### src/inc/stack_seq_defines.vh
`ifndef STACK_SEQ_DEFINES_VH
`define STACK_SEQ_DEFINES_VH

// Register byte offsets
`define OFS_CTRL 12'h000
`define OFS_STAT 12'h004

// Control register fields
`define CTRL_SWITCHING_ENABLE_BIT 0
`define CTRL_STANDALONE 1
`define CTRL_FPWM 2
`define CTRL_DISCH 3
`define CTRL_SSC 4
`define CTRL_W 5
`define CTRL_RST 5'h09

// Status register fields
`define STAT_MODE_LO 0
`define STAT_MODE_HI 2
`define STAT_SEC 3
`define STAT_INIT 4
`define STAT_CCM 5
`define STAT_EN 6
`define STAT_PG 7
`define STAT_FREQ_SELECT_PIN 8
`define STAT_VOLTAGE_SELECT_PIN 9

// Operating modes
`define MODE_POR 3'h0
`define MODE_UNDERVOLTAGE_LOCKOUT 3'h1
`define MODE_INIT 3'h2
`define MODE_STBY 3'h3
`define MODE_ON 3'h4

// Timing
`define PCLK_MHZ 100
`define INIT_TIME_US 400

// Chain clock phase: delay = period * 100 / 256, about 140 degrees
`define PHASE_MUL 8'h64
`define PHASE_SHIFT 8
// Sync, edge detect and output register add this many cycles to the chain pulse
`define CHAIN_LAT 10'h003

// Internal switching period and sync loss timeout in pclk cycles
`define SW_PERIOD_DEF 10'h010
`define SYNC_LOSS_DEF 10'h040

`endif

### src/core/stack_power_mode_sequencer.v
// Behaviour
// - During init, sample chain clock pin: pulled low means secondary, floating means primary.
// - Secondary always runs forced PWM, whatever the configuration says.
// - Chain clock passes downstream, shifted about 140 degrees from incoming clock.
// - Hold shared enable low during start-up or fault.
// - Primary holds compensation low while enable low, drives it once high.
// - All pull power-good low during init; afterwards only primary drives it.
// - Secondary moves from discontinuous to continuous on power-good rising edge.
// - Lockouts and thermal shutdown pull enable low; current limit only clamps amplifier.
// - Secondary keeps discharge on; enable is a plain binary input in stack.
// - Only primary runs window comparator, serial interface and voltage scaling.
// - Spread spectrum and external sync reach secondaries through the chain clock.
// - Below power-on threshold nothing works; above it go to lockout mode.
// - Lockout mode keeps registers; discharge only when entered from standby or on mode.
// - Lockout goes to power-on reset below threshold; above lockout to standby if initialized, else init.
// - First lockout crossing after power-on starts 400 us init sampling strap pins.
// - A lockout dip without power-on reset does not repeat initialization.
// - Initialized, above lockout: standby if enable low, switching off, hot or overvoltage.
// - Standby keeps serial interface, discharge and power-good working.
// - On mode only with enable high, switching on, cool and not overvoltage.
// - On mode falls to standby on failed condition, to lockout on low supply.
// - Thermal shutdown pulls enable low only when standalone bit is 0.
`timescale 1ns/1ps
`include "stack_seq_defines.vh"

module stack_power_mode_sequencer #(
    parameter INIT_CYC = `INIT_TIME_US * `PCLK_MHZ,
    parameter CW = 10
)(
    input wire pclk,
    input wire presetn,
    input wire psel,
    input wire penable,
    input wire pwrite,
    input wire [11:0] paddr,
    input wire [31:0] pwdata,
    output reg [31:0] prdata,
    output reg pready,
    output reg pslverr,
    input wire supply_above_por,
    input wire supply_above_undervoltage_lockout,
    input wire supply_above_overvoltage_lockout,
    input wire thermal_shutdown,
    input wire current_limit,
    input wire soft_start_done,
    input wire window_in_range,
    input wire en_i,
    output reg en_o,
    output reg en_oe,
    input wire pwr_good_line_i,
    output reg pwr_good_line_o,
    output reg pwr_good_line_oe,
    input wire chain_clk_i,
    output reg chain_clk_o,
    output reg chain_clk_oe,
    input wire mode_sync_i,
    input wire freq_select_pin,
    input wire voltage_select_pin,
    output reg [2:0] mode,
    output reg secondary,
    output reg switching,
    output reg forced_pwm,
    output reg continuous_conduction,
    output reg comp_hold_low,
    output reg comp_drive,
    output reg err_amp_clamp,
    output reg out_discharge,
    output reg precise_enable,
    output reg window_cmp_en,
    output reg serial_if_en,
    output reg dynamic_voltage_scaling_en,
    output reg spread_spectrum_clocking_en
);

    ////////////////////////////////////////////////////////////////////
    // Input synchronisers
    localparam NS = 13;
    wire [NS-1:0] async_in;
    reg [NS-1:0] meta_q;
    reg [NS-1:0] sync_q;

    assign async_in = {supply_above_por, supply_above_undervoltage_lockout, supply_above_overvoltage_lockout,
        thermal_shutdown, current_limit, soft_start_done, window_in_range,
        en_i, pwr_good_line_i, chain_clk_i, mode_sync_i, freq_select_pin, voltage_select_pin};

    // Two stages per pin; only the second stage feeds logic
    always @(posedge pclk or negedge presetn)
    begin
        if (!presetn)
        begin
            meta_q <= {NS{1'b0}};
            sync_q <= {NS{1'b0}};
        end
        else
        begin
            meta_q <= async_in;
            sync_q <= meta_q;
        end
    end

    wire por_ok = sync_q[12];
    wire undervoltage_lockout_ok = sync_q[11];
    wire overvoltage_lockout = sync_q[10];
    wire tshut = sync_q[9];
    wire ilim = sync_q[8];
    wire ss_done = sync_q[7];
    wire win_ok = sync_q[6];
    wire en_s = sync_q[5];
    wire pg_s = sync_q[4];
    wire chain_s = sync_q[3];
    wire msync_s = sync_q[2];
    wire freq_select_pin_s = sync_q[1];

    ////////////////////////////////////////////////////////////////////
    // Registers and APB slave
    reg [`CTRL_W-1:0] ctrl_q;
    reg [2:0] mode_q;
    reg init_done_q;
    reg sec_q;
    reg freq_select_pin_q;
    reg voltage_select_pin_lat_q;
    reg ccm_q;

    wire switching_enable_bit = ctrl_q[`CTRL_SWITCHING_ENABLE_BIT];
    wire standalone = ctrl_q[`CTRL_STANDALONE];
    wire stacked = ~standalone | sec_q;
    wire acc = psel & penable & ~pready;
    wire hit_ctrl = (paddr == `OFS_CTRL);
    wire hit_stat = (paddr == `OFS_STAT);

    wire [31:0] stat_word = {22'h000000, voltage_select_pin_lat_q, freq_select_pin_q, pg_s, en_s, ccm_q,
        init_done_q, sec_q, mode_q};

    // One wait state: pready rises in the second access cycle
    always @(posedge pclk or negedge presetn)
    begin
        if (!presetn)
        begin
            pready <= 1'b0;
            pslverr <= 1'b0;
            prdata <= 32'h00000000;
            ctrl_q <= `CTRL_RST;
        end
        else
        begin
            pready <= acc;
            pslverr <= 1'b0;
            prdata <= 32'h00000000;
            if (!por_ok)
                ctrl_q <= `CTRL_RST;
            if (acc)
            begin
                if (pwrite)
                begin
                    // Secondaries ignore the serial path, so writes are refused
                    if (hit_ctrl && !sec_q)
                        ctrl_q <= pwdata[`CTRL_W-1:0];
                    else
                        pslverr <= 1'b1;
                end
                else if (hit_ctrl)
                    prdata <= {27'h0000000, ctrl_q};
                else if (hit_stat)
                    prdata <= stat_word;
                else
                    pslverr <= 1'b1;
            end
        end
    end

    ////////////////////////////////////////////////////////////////////
    // Mode sequencer
    reg [2:0] mode_d;
    reg [31:0] init_cnt_q;
    reg from_stby_q;
    wire run_ok = en_s & switching_enable_bit & ~tshut & ~overvoltage_lockout;

    always @*
    begin
        mode_d = mode_q;
        case (mode_q)
            `MODE_POR:
                if (por_ok)
                    mode_d = `MODE_UNDERVOLTAGE_LOCKOUT;
            `MODE_UNDERVOLTAGE_LOCKOUT:
                if (!por_ok)
                    mode_d = `MODE_POR;
                else if (undervoltage_lockout_ok)
                    mode_d = init_done_q ? `MODE_STBY : `MODE_INIT;
            `MODE_INIT:
                if (!por_ok)
                    mode_d = `MODE_POR;
                else if (!undervoltage_lockout_ok)
                    mode_d = `MODE_UNDERVOLTAGE_LOCKOUT;
                else if (init_cnt_q >= INIT_CYC - 1)
                    mode_d = `MODE_STBY;
            `MODE_STBY:
                if (!por_ok)
                    mode_d = `MODE_POR;
                else if (!undervoltage_lockout_ok)
                    mode_d = `MODE_UNDERVOLTAGE_LOCKOUT;
                else if (run_ok)
                    mode_d = `MODE_ON;
            `MODE_ON:
                if (!por_ok)
                    mode_d = `MODE_POR;
                else if (!undervoltage_lockout_ok)
                    mode_d = `MODE_UNDERVOLTAGE_LOCKOUT;
                else if (!run_ok)
                    mode_d = `MODE_STBY;
            default:
                mode_d = `MODE_POR;
        endcase
    end

    // Mode, init timer, strap and role latches
    always @(posedge pclk or negedge presetn)
    begin
        if (!presetn)
        begin
            mode_q <= `MODE_POR;
            init_cnt_q <= 32'h00000000;
            init_done_q <= 1'b0;
            from_stby_q <= 1'b0;
            sec_q <= 1'b0;
            freq_select_pin_q <= 1'b0;
            voltage_select_pin_lat_q <= 1'b0;
        end
        else
        begin
            mode_q <= mode_d;
            if (mode_q == `MODE_INIT)
                init_cnt_q <= init_cnt_q + 32'h00000001;
            else
                init_cnt_q <= 32'h00000000;
            if (mode_q == `MODE_INIT && mode_d == `MODE_STBY)
            begin
                init_done_q <= 1'b1;
                sec_q <= ~chain_s;
                freq_select_pin_q <= freq_select_pin_s;
                voltage_select_pin_lat_q <= sync_q[0]; // Voltage strap
            end
            if (mode_d == `MODE_POR)
            begin
                init_done_q <= 1'b0;
                sec_q <= 1'b0;
            end
            if (mode_d == `MODE_UNDERVOLTAGE_LOCKOUT && mode_q != `MODE_UNDERVOLTAGE_LOCKOUT)
                from_stby_q <= init_done_q && mode_q != `MODE_INIT;
        end
    end

    ////////////////////////////////////////////////////////////////////
    // Chain clock: measure incoming period, re-emit shifted
    reg msync_d_q;
    reg [CW-1:0] pcnt_q;
    reg [CW-1:0] period_q;
    reg sync_seen_q;
    reg [CW-1:0] ph_q;
    reg ssc_alt_q;
    wire in_rise = msync_s & ~msync_d_q;
    wire follow = sec_q | sync_seen_q;
    wire [CW-1:0] int_period = `SW_PERIOD_DEF + {{(CW-1){1'b0}},
        ssc_alt_q & spread_spectrum_clocking_en};
    wire [CW-1:0] cur_period = follow ? period_q : int_period;
    wire [CW+7:0] prod = cur_period * `PHASE_MUL;
    wire [CW-1:0] dly_raw = prod[CW+7:`PHASE_SHIFT];
    // Pulse pulled earlier by the input path delay, else the offset overshoots 140 degrees
    wire [CW-1:0] dly = (follow && dly_raw > `CHAIN_LAT) ? dly_raw - `CHAIN_LAT : {CW{1'b0}};
    wire [CW-1:0] dly_end = dly + {1'b0, cur_period[CW-1:1]};
    wire int_wrap = (ph_q >= int_period - 1);
    wire ref_ev = follow ? in_rise : int_wrap;

    always @(posedge pclk or negedge presetn)
    begin
        if (!presetn)
        begin
            msync_d_q <= 1'b0;
            pcnt_q <= {CW{1'b0}};
            period_q <= `SW_PERIOD_DEF;
            sync_seen_q <= 1'b0;
            ph_q <= {CW{1'b0}};
            ssc_alt_q <= 1'b0;
        end
        else
        begin
            msync_d_q <= msync_s;
            if (in_rise)
            begin
                period_q <= pcnt_q + {{(CW-1){1'b0}}, 1'b1};
                pcnt_q <= {CW{1'b0}};
                sync_seen_q <= 1'b1;
            end
            else if (pcnt_q >= `SYNC_LOSS_DEF)
                sync_seen_q <= 1'b0; // Lost sync returns a primary to its own oscillator
            else
                pcnt_q <= pcnt_q + {{(CW-1){1'b0}}, 1'b1};
            if (ref_ev)
            begin
                ph_q <= {CW{1'b0}};
                ssc_alt_q <= ~ssc_alt_q; // Dither alternates period length
            end
            else
                ph_q <= ph_q + {{(CW-1){1'b0}}, 1'b1};
        end
    end

    ////////////////////////////////////////////////////////////////////
    // Stack coordination and function enables
    reg pg_d_q;
    wire pg_rise = pg_s & ~pg_d_q;
    wire is_on = (mode_q == `MODE_ON);
    wire is_stby = (mode_q == `MODE_STBY);
    wire starting = (mode_q == `MODE_INIT) | (mode_q == `MODE_UNDERVOLTAGE_LOCKOUT);
    wire fault = ~undervoltage_lockout_ok | overvoltage_lockout | (tshut & ~standalone);
    wire disch_ok = is_stby | (mode_q == `MODE_UNDERVOLTAGE_LOCKOUT & from_stby_q);
    wire disch_cfg = (sec_q & stacked) | ctrl_q[`CTRL_DISCH];
    wire pg_good = is_on & ss_done & win_ok & ~tshut;

    // Conduction mode tracking for secondaries
    always @(posedge pclk or negedge presetn)
    begin
        if (!presetn)
        begin
            pg_d_q <= 1'b0;
            ccm_q <= 1'b0;
        end
        else
        begin
            pg_d_q <= pg_s;
            if (!is_on)
                ccm_q <= 1'b0;
            else if (pg_rise)
                ccm_q <= 1'b1;
        end
    end

    // All top outputs registered
    always @(posedge pclk or negedge presetn)
    begin
        if (!presetn)
        begin
            en_o <= 1'b0;
            en_oe <= 1'b0;
            pwr_good_line_o <= 1'b0;
            pwr_good_line_oe <= 1'b0;
            chain_clk_o <= 1'b0;
            chain_clk_oe <= 1'b0;
            mode <= `MODE_POR;
            secondary <= 1'b0;
            switching <= 1'b0;
            forced_pwm <= 1'b0;
            continuous_conduction <= 1'b0;
            comp_hold_low <= 1'b0;
            comp_drive <= 1'b0;
            err_amp_clamp <= 1'b0;
            out_discharge <= 1'b0;
            precise_enable <= 1'b0;
            window_cmp_en <= 1'b0;
            serial_if_en <= 1'b0;
            dynamic_voltage_scaling_en <= 1'b0;
            spread_spectrum_clocking_en <= 1'b0;
        end
        else
        begin
            en_o <= 1'b0;
            // Pull shared enable low while starting or faulted, not in POR
            en_oe <= stacked & (mode_q != `MODE_POR) & (starting | fault);
            pwr_good_line_o <= 1'b0;
            if (mode_q == `MODE_POR)
                pwr_good_line_oe <= 1'b0;
            else if (!init_done_q)
                pwr_good_line_oe <= 1'b1;
            else
                pwr_good_line_oe <= ~sec_q & ~pg_good;
            // Pin released during init so the strap can be read
            chain_clk_oe <= init_done_q;
            chain_clk_o <= init_done_q & (ph_q >= dly) & (ph_q < dly_end);
            mode <= mode_q;
            secondary <= sec_q;
            switching <= is_on;
            forced_pwm <= sec_q | ctrl_q[`CTRL_FPWM];
            continuous_conduction <= sec_q ? ccm_q : ctrl_q[`CTRL_FPWM];
            comp_hold_low <= ~sec_q & init_done_q & ~en_s;
            comp_drive <= ~sec_q & is_on & en_s;
            err_amp_clamp <= is_on & ilim;
            out_discharge <= disch_ok & disch_cfg;
            precise_enable <= ~stacked;
            window_cmp_en <= ~sec_q & init_done_q & (is_on | is_stby);
            serial_if_en <= ~sec_q & init_done_q;
            dynamic_voltage_scaling_en <= ~sec_q & is_on;
            spread_spectrum_clocking_en <= ~sec_q & ctrl_q[`CTRL_SSC];
        end
    end

endmodule

### config.mk
export PLATFORM = sky130hd
export DESIGN_NAME = stack_power_mode_sequencer
export DESIGN_NICKNAME = d
export VERILOG_FILES = /design/src/core/stack_power_mode_sequencer.v
export VERILOG_INCLUDE_DIRS = /design/src /design/src/inc
export SDC_FILE = /design/constraint.sdc
export NUM_CORES = 1
export LEC_CHECK = 0
export BUFFER_PORTS_ARGS = -buffer_cell sky130_fd_sc_hd__clkbuf_2
export CAP_MARGIN = 25
export CORE_MARGIN = 5
export CORE_UTILIZATION = 30
export CTS_BUF_LIST = sky130_fd_sc_hd__clkbuf_16
export CTS_CLUSTER_SIZE = 8
export DETAILED_ROUTE_END_ITERATION = 6
export GPL_TIMING_DRIVEN = 1
export MAX_ROUTING_LAYER = met4
export PLACE_DENSITY = 0.49
export SLEW_MARGIN = 25
export SYNTH_ARGS = -nofsm -noshare
export SYNTH_HDL_FRONTEND = slang
export SYNTH_SLANG_ARGS = --single-unit
### constraint.sdc
create_clock -name pclk -period 7.8 [get_ports pclk]
set_clock_uncertainty 0.1 [all_clocks]
set_input_delay 0.39 -clock pclk [delete_from_list [all_inputs] [get_ports pclk]]
set_output_delay 0.39 -clock pclk [all_outputs]
set_load 0.05 [all_outputs]
==> flow_summary_export.csv, run 1 <==
group,metric,value,unit
placed_design,portBuffers,66,
worst_setup_path,cp_data_required_time,8.03,ns
die,ios,118,
power_and_ir_drop,p_clk_share,39.0,%
sta,setup_tns,0,ns
worst_setup_path,endpoint_kind,"flip-flop",
synthesis,yosys_warnings,0,
cells_and_area,multiInputGateArea,3971,um2
sta,period_needed,7.286,ns
sta,fmax,137.3,MHz
power_and_ir_drop,power_density,236.7,nW/um2
worst_setup_path,worstPathArrival,7.52,ns
global_route,grt_usage,11.87,%
detailed_routing,viasPerCell,4.504,
detailed_routing,drt_first_pass_iters,4,
global_route,globalRouteOverflowTotal,0,
sta,slew-limit-headroom,41.45,%
worst_setup_path,worstSetupPathType,"flip-flop to flip-flop",
sta,rsz0062_at_grt,"false",
sta,finalCritPeriodShare,93.41,%
cts,cts_tree,"done",
global_route,grt_pass1_wl,27500,um
die,die_w,171.2,um
cts,clk_latency,0.42,ns
cts,clkSlewWorstSetupHoldPaths,0.06,ns
power_and_ir_drop,power_leakage,4.537,nW
cts,cts.path.max_buffers,2,
synthesis,ys_ff_latch,138,
worst_setup_path,crit_slowest_cell,"fa_1",
synthesis,synth_cells,795,
placed_design,dp_hpwl,11780,um
global_route,antenna_found_initial,0,
cells_and_area,drive_gt1_share,14.30,%
cells_and_area,num_antenna_cells,0,
power_and_ir_drop,p_sw_share,31.87,%
placed_design,post-place-ws,0.3119,ns
placed_design,gp_congestion,0.7496,
power_and_ir_drop,seqPwrFrac,37.3,%
synthesis,synth_ff_type,"dfrtp_1",
flow_run,drv_cap,0,
cts,cts_max_level,4,
worst_setup_path,cpMostUsedCell,"ha_1",
worst_setup_path,crit_fanout,16,
detailed_routing,drtIter0Drc,212,
detailed_routing,routed-via-count,5509,
detailed_routing,wl_per_cell,13.13,um
power_and_ir_drop,ir_drop,0.1728,mV
die,fp.dieArea,29310,um2
die,core-area,25840,um2
worst_setup_path,start_kind,"flip-flop",
cells_and_area,nets,1009,
sta,fin_ws,0.5142,ns
die,die_h,171.2,um
cells_and_area,final_util,35.43,%
synthesis,synth_edf_count,0,
synthesis,async_flop_share,100.0,%
cts,cts_root_buf,"clkbuf_16",
power_and_ir_drop,combPwrFrac,23.8,%
global_route,grt_max_degree,73,
cts,post-cts-setup-buffer-count,0,
sta,report.final.hold_viol_count,0,
detailed_routing,ant_nets,0,
worst_hold_path,hold_path_class,"input port to flip-flop",
cells_and_area,register_area,3457,um2
detailed_routing,drc_errors,0,
power_and_ir_drop,p_switching,0.6906,mW
synthesis,avgSynthCellArea,9.807,um2
worst_setup_path,cp_num_buf_inv,3,
synthesis,synth.distinct_cells,68,
worst_setup_path,critPathMaxStageDelay,0.48,ns
power_and_ir_drop,internal_power,1.476,mW
cells_and_area,area_growth_syn_to_layout,17.41,%
detailed_routing,wl,16060,um
cts,numClockSinks,138,
power_and_ir_drop,total_power,2.167,mW
die,rows,59,
cts,cts_inserted_buffers,17,
status,status,"complete, no violations",
sta,maxSlewViolCount,0,
sta,worst_pin_slew,0.8782,ns
global_route,grt_pass1_vias,5430,
worst_setup_path,path_delay_family,"compound AO/OA/AOI/OAI gates",
cells_and_area,nFillCells,2666,
die,start_util,30.17,%
sta,setup_viol,0,
synthesis,seq_area_frac_synth,44.34,%
synthesis,syn_area,7796,um2
metrics by stage:
stage	hold slack, ns	cell area (um2)	cells
2_1_floorplan	-0.005591	7883	818
3_3_place_gp	0.2328	8393	1177
3_5_place_dp	0.2347	8396	1177
4_1_cts	0.05095	9151	1223
5_1_grt	0.06302	9154	1223
6_report	0.06042	9154	1223
cell usage in the layout (no fill, tap or decap), types with 3 or more instances in the layout:
master	n
mux2i_1	7
inv_1	52
or3_1	5
fa_1	5
and2_1	11
clkinv_4	4
nand3_1	28
dfrtp_1	135
mux2_2	3
clkbuf_16	17
nor3_1	7
dfstp_2	3
nand2b_1	10
o21ai_0	32
a31oi_1	3
xor2_1	39
and3_1	18
nor2b_1	13
nand4_1	11
buf_4	3
a21boi_0	3
conb_1	25
or2_2	4
clkbuf_2	65
nor2_1	85
nor4_1	10
a21o_1	10
nor3b_1	6
ha_1	67
bufinv_16	3
xnor2_1	30
a21oi_1	33
nand2_1	70
dlygate4sd3_1	14
inv_6	3
worst register-to-register path, delay by kind of cell (launching register included):
kind | cells | cell delay, ns
DFF | 1 | 0.41
AOI/OAI and AO/OA | 12 | 2.51
adders and majority gates | 6 | 2.00
buffers and inverters | 3 | 0.15
and+or+nand+nor | 9 | 1.81
xor gates and xnor gates | 1 | 0.19
final cells by class:
cell class | instances | area share, %
clock inverters | 15 | 2.078
inverters | 51 | 2.091
repair buffers | 83 | 5.454
flip-flops and latches | 138 | 37.77
well taps | 335 | 4.579
clock buffers | 17 | 4.647
multi-input cells | 584 | 43.38
per-layer routing:
layer | vias up | track usage (%) | wire length [um]
li1 | 2826 | - | -
met4 | 0 | 2.962 | 155
met2 | 67 | 18.33 | 7583
met5 | - | - | 0
met1 | 2604 | 15.91 | 7840
met3 | 12 | 2.712 | 476
state kept, by name (all words and copies together), names as in the netlist, 3 cells and up:
name        count
pcnt_q         10
period_q       10
ph_q           10
mode_q          3
prdata         10
ctrl_q          5
meta_q         13
mode            3
sync_q         13
init_cnt_q     32
repair_timing:
item                                    CTS  global route
hold buffers                             14             0
gates resized for setup                   0             2
endpoints found under the hold margin    83             0
endpoints found under the setup margin    0             1
cells in the mapped netlist, types with 10 or more instances:
cell	count	share of area, %
nor2_1	85	4.1
nand2b_1	10	0.80
a21oi_1	33	2.1
buf_4	24	2.3
a21o_1	10	0.96
nand4_1	11	0.88
nor4_1	10	0.80
inv_1	51	2.5
o21ai_0	33	2.1
xor2_1	39	4.4
and2_1	11	0.88
nand2_1	71	3.4
ha_1	67	11
nand3_1	28	1.8
and3_1	18	1.4
nor2b_1	13	1.0
xnor2_1	30	3.4
clkbuf_1	19	0.91
dfrtp_1	135	43
power groups by stage:
stage | clock, mW | sequential [mW] | combinational (mW)
detailed placement | 0 | 0.821 | 0.516
global placement | 0 | 0.820 | 0.512
finish | 0.844 | 0.808 | 0.515
global route | 0.904 | 0.816 | 0.599
CTS | 0.865 | 0.808 | 0.524
floorplan | 0 | 0.812 | 0.416
cell families after synthesis:
kind of cell,Yosys count,share of synthesized area (%)
xor+xnor,69,7.752
fa+ha+maj,72,12.04
mux,10,1.332
compound gates,115,9.950
buf+inv,96,5.890
simple gates,293,18.60
flops,138,44.34
other cells,2,0.09633
final timing paths:
kind	start	endpoint	slack, ns	cells past startpoint
hold reg to reg	meta_q[1]	sync_q[1]	0.24	0
setup reg to reg	sync_seen_q	chain_clk_o	0.51	31
max in group asynchronous	presetn	out_discharge	5.85	3
setup / recovery	sync_seen_q	chain_clk_o	0.51	31
hold / removal	pwdata[3]	ctrl_q[3]	0.06	3
min in group asynchronous	presetn	init_cnt_q[28]	0.41	2
Note: power is estimated with default switching activity, not from simulation.
==> run 2: changes to the inputs <==
CORE_UTILIZATION = 40   (was 30)
HOLD_SLACK_MARGIN = 0.08   (was default)
PLACE_DENSITY = 0.61   (was 0.49)
==> run 2 against run 1 <==
Non-clock buffer count grew 7. Routed wire length shrank 6.2%. Critical path depth unchanged. Utilization is 12 points higher. Sequential cell count unchanged. Setup slack gained 0.15 ns. Final cell count fell by 5.2%.
==> flow_summary_export.csv, run 2 (synthesized netlist as in run 1, its figures left out) <==
group,metric,value,unit
status,status,"complete, no violations",
cells_and_area,regMostFlops,"init_cnt_q",
sta,setup_viol,0,
worst_setup_path,start_kind,"flip-flop",
die,start_util,40.32,%
sta,slew-limit-headroom,39.73,%
die,rows,51,
die,ios,118,
cells_and_area,reg.largest.list,"init_cnt_q: 32 flops, meta_q: 13 flops, sync_q: 13 flops",
cts,cts_tree,"done",
cells_and_area,layout_commonest_cell,"dfrtp_1",
cells_and_area,final_util,47.40,%
placed_design,dp_cells,1108,
global_route,antenna_found_initial,0,
global_route,grt_pass1_vias,5220,
placed_design,post-place-ws,0.4449,ns
sta,setup_tns,0,ns
worst_setup_path,crit_slowest_cell,"fa_1",
power_and_ir_drop,power_density,238.0,nW/um2
cts,numClockSinks,138,
sta,fmax,140.1,MHz
sta,finalCritPeriodShare,91.48,%
detailed_routing,wl_per_cell,12.98,um
die,fp.dieArea,22380,um2
detailed_routing,wl,15060,um
cells_and_area,nets,1016,
worst_setup_path,endpoint_kind,"flip-flop",
sta,period_needed,7.136,ns
sta,report.final.hold_viol_count,0,
worst_hold_path,hold_path_class,"input port to flip-flop",
detailed_routing,drtIter0Drc,194,
cells_and_area,drive_gt1_share,14.86,%
worst_setup_path,cp_data_required_time,8.03,ns
worst_setup_path,worstPathArrival,7.36,ns
placed_design,portBuffers,66,
cts,cts_inserted_buffers,17,
power_and_ir_drop,ir_drop,0.1777,mV
power_and_ir_drop,p_sw_share,31.74,%
die,die_h,149.6,um
detailed_routing,viasPerCell,4.741,
placed_design,gp_congestion,0.8211,
placed_design,dp_hpwl,10950,um
cells_and_area,fin_cells,1160,
cells_and_area,num_antenna_cells,0,
cells_and_area,area_growth_syn_to_layout,17.56,%
global_route,grt_usage,14.57,%
placed_design,dpl_cell_area,8313,um2
flow_run,drv_cap,0,
cts,clk_latency,0.42,ns
power_and_ir_drop,power_leakage,4.569,nW
power_and_ir_drop,seqPwrFrac,37.0,%
die,core-area,19330,um2
worst_setup_path,path_delay_family,"compound AO/OA/AOI/OAI gates",
sta,fin_ws,0.6643,ns
worst_setup_path,cp_num_buf_inv,3,
die,die_w,149.6,um
cells_and_area,design_area,9165,um2
sta,worst_pin_slew,0.9041,ns
sta,hold_ws,0.09601,ns
detailed_routing,drt_first_pass_iters,4,
power_and_ir_drop,p_clk_share,38.9,%
global_route,grt_pass1_wl,25590,um
detailed_routing,routed-via-count,5500,
cells_and_area,final_cell_mix,"dfrtp_1, nor2_1, nand2_1",
sta,maxSlewViolCount,0,
detailed_routing,ant_nets,0,
cts,cts_max_level,4,
cells_and_area,largest_reg_flops,32,
worst_setup_path,cpMostUsedCell,"ha_1",
power_and_ir_drop,total_power,2.181,mW
power_and_ir_drop,combPwrFrac,24.1,%
cts,cts_root_buf,"clkbuf_16",
global_route,grt_max_degree,85,
global_route,globalRouteOverflowTotal,0,
power_and_ir_drop,internal_power,1.489,mW
sta,rsz0062_at_grt,"false",
cts,clkSlewWorstSetupHoldPaths,0.06,ns
worst_setup_path,crit_fanout,16,
worst_setup_path,worstSetupPathType,"flip-flop to flip-flop",
worst_setup_path,critPathMaxStageDelay,0.47,ns
power_and_ir_drop,p_switching,0.6924,mW
cts,cts.path.max_buffers,2,
detailed_routing,drc_errors,0,
==> run 2: cell type report <==
type	instances	area, um2
Clock buffer	17	425.4
Timing Repair Buffer	90	564.3
Inverter	51	191.4
Sequential cell	138	3457
Tap cell	265	331.6
Clock inverter	15	200.2
Multi-Input combinational cell	584	3995
Fill cell	1842	10170
==> run 2: worst register-to-register path: cells and delay by family (launching register included) <==
family | cells | cell delay [ns]
buffers and inverters | 3 | 0.16
flip-flops | 1 | 0.42
AO/OA/AOI/OAI | 12 | 2.42
XOR/XNOR | 1 | 0.19
adder cells (fa/ha/maj) | 6 | 1.99
AND/OR/NAND/NOR | 9 | 1.81
==> run 2: worst paths after layout <==
kind / startpoint / end / slack, ns / cells past startpoint
worst max register to register: sync_seen_q / chain_clk_o / 0.66 / 31
min in group asynchronous: presetn / init_cnt_q[29] / 0.48 / 2
worst min register to register: meta_q[4] / sync_q[4] / 0.25 / 0
max in group asynchronous: presetn / chain_clk_o / 5.93 / 3
worst max-delay path: sync_seen_q / chain_clk_o / 0.66 / 31
worst min-delay path: psel / pready / 0.1 / 3
==> run 2: metal layers <==
layer / share of wire (%) / GRT usage (%) / vias to the layer above
met5: 0 / - / -
met4: 1.1 / 4.027 / 0
met3: 2.3 / 2.635 / 14
met2: 49 / 23.14 / 51
met1: 47 / 19.32 / 2602
li1: - / - / 2833
==> run 2: power groups by stage <==
stage / logic, mW / registers, mW / clock network (mW)
CTS: 0.530 / 0.807 / 0.868
global placement: 0.507 / 0.819 / 0
global route: 0.612 / 0.815 / 0.903
detailed placement: 0.517 / 0.820 / 0
finish: 0.526 / 0.807 / 0.849
floorplan: 0.416 / 0.812 / 0
==> run 2: timing repair <==
item / CTS / global route
hold buffers: 19 / 0
endpoints found under the setup margin: 0 / 1
buffers inserted: 0 / 1
gates resized for setup: 0 / 6
endpoints found under the hold margin: 99 / 0
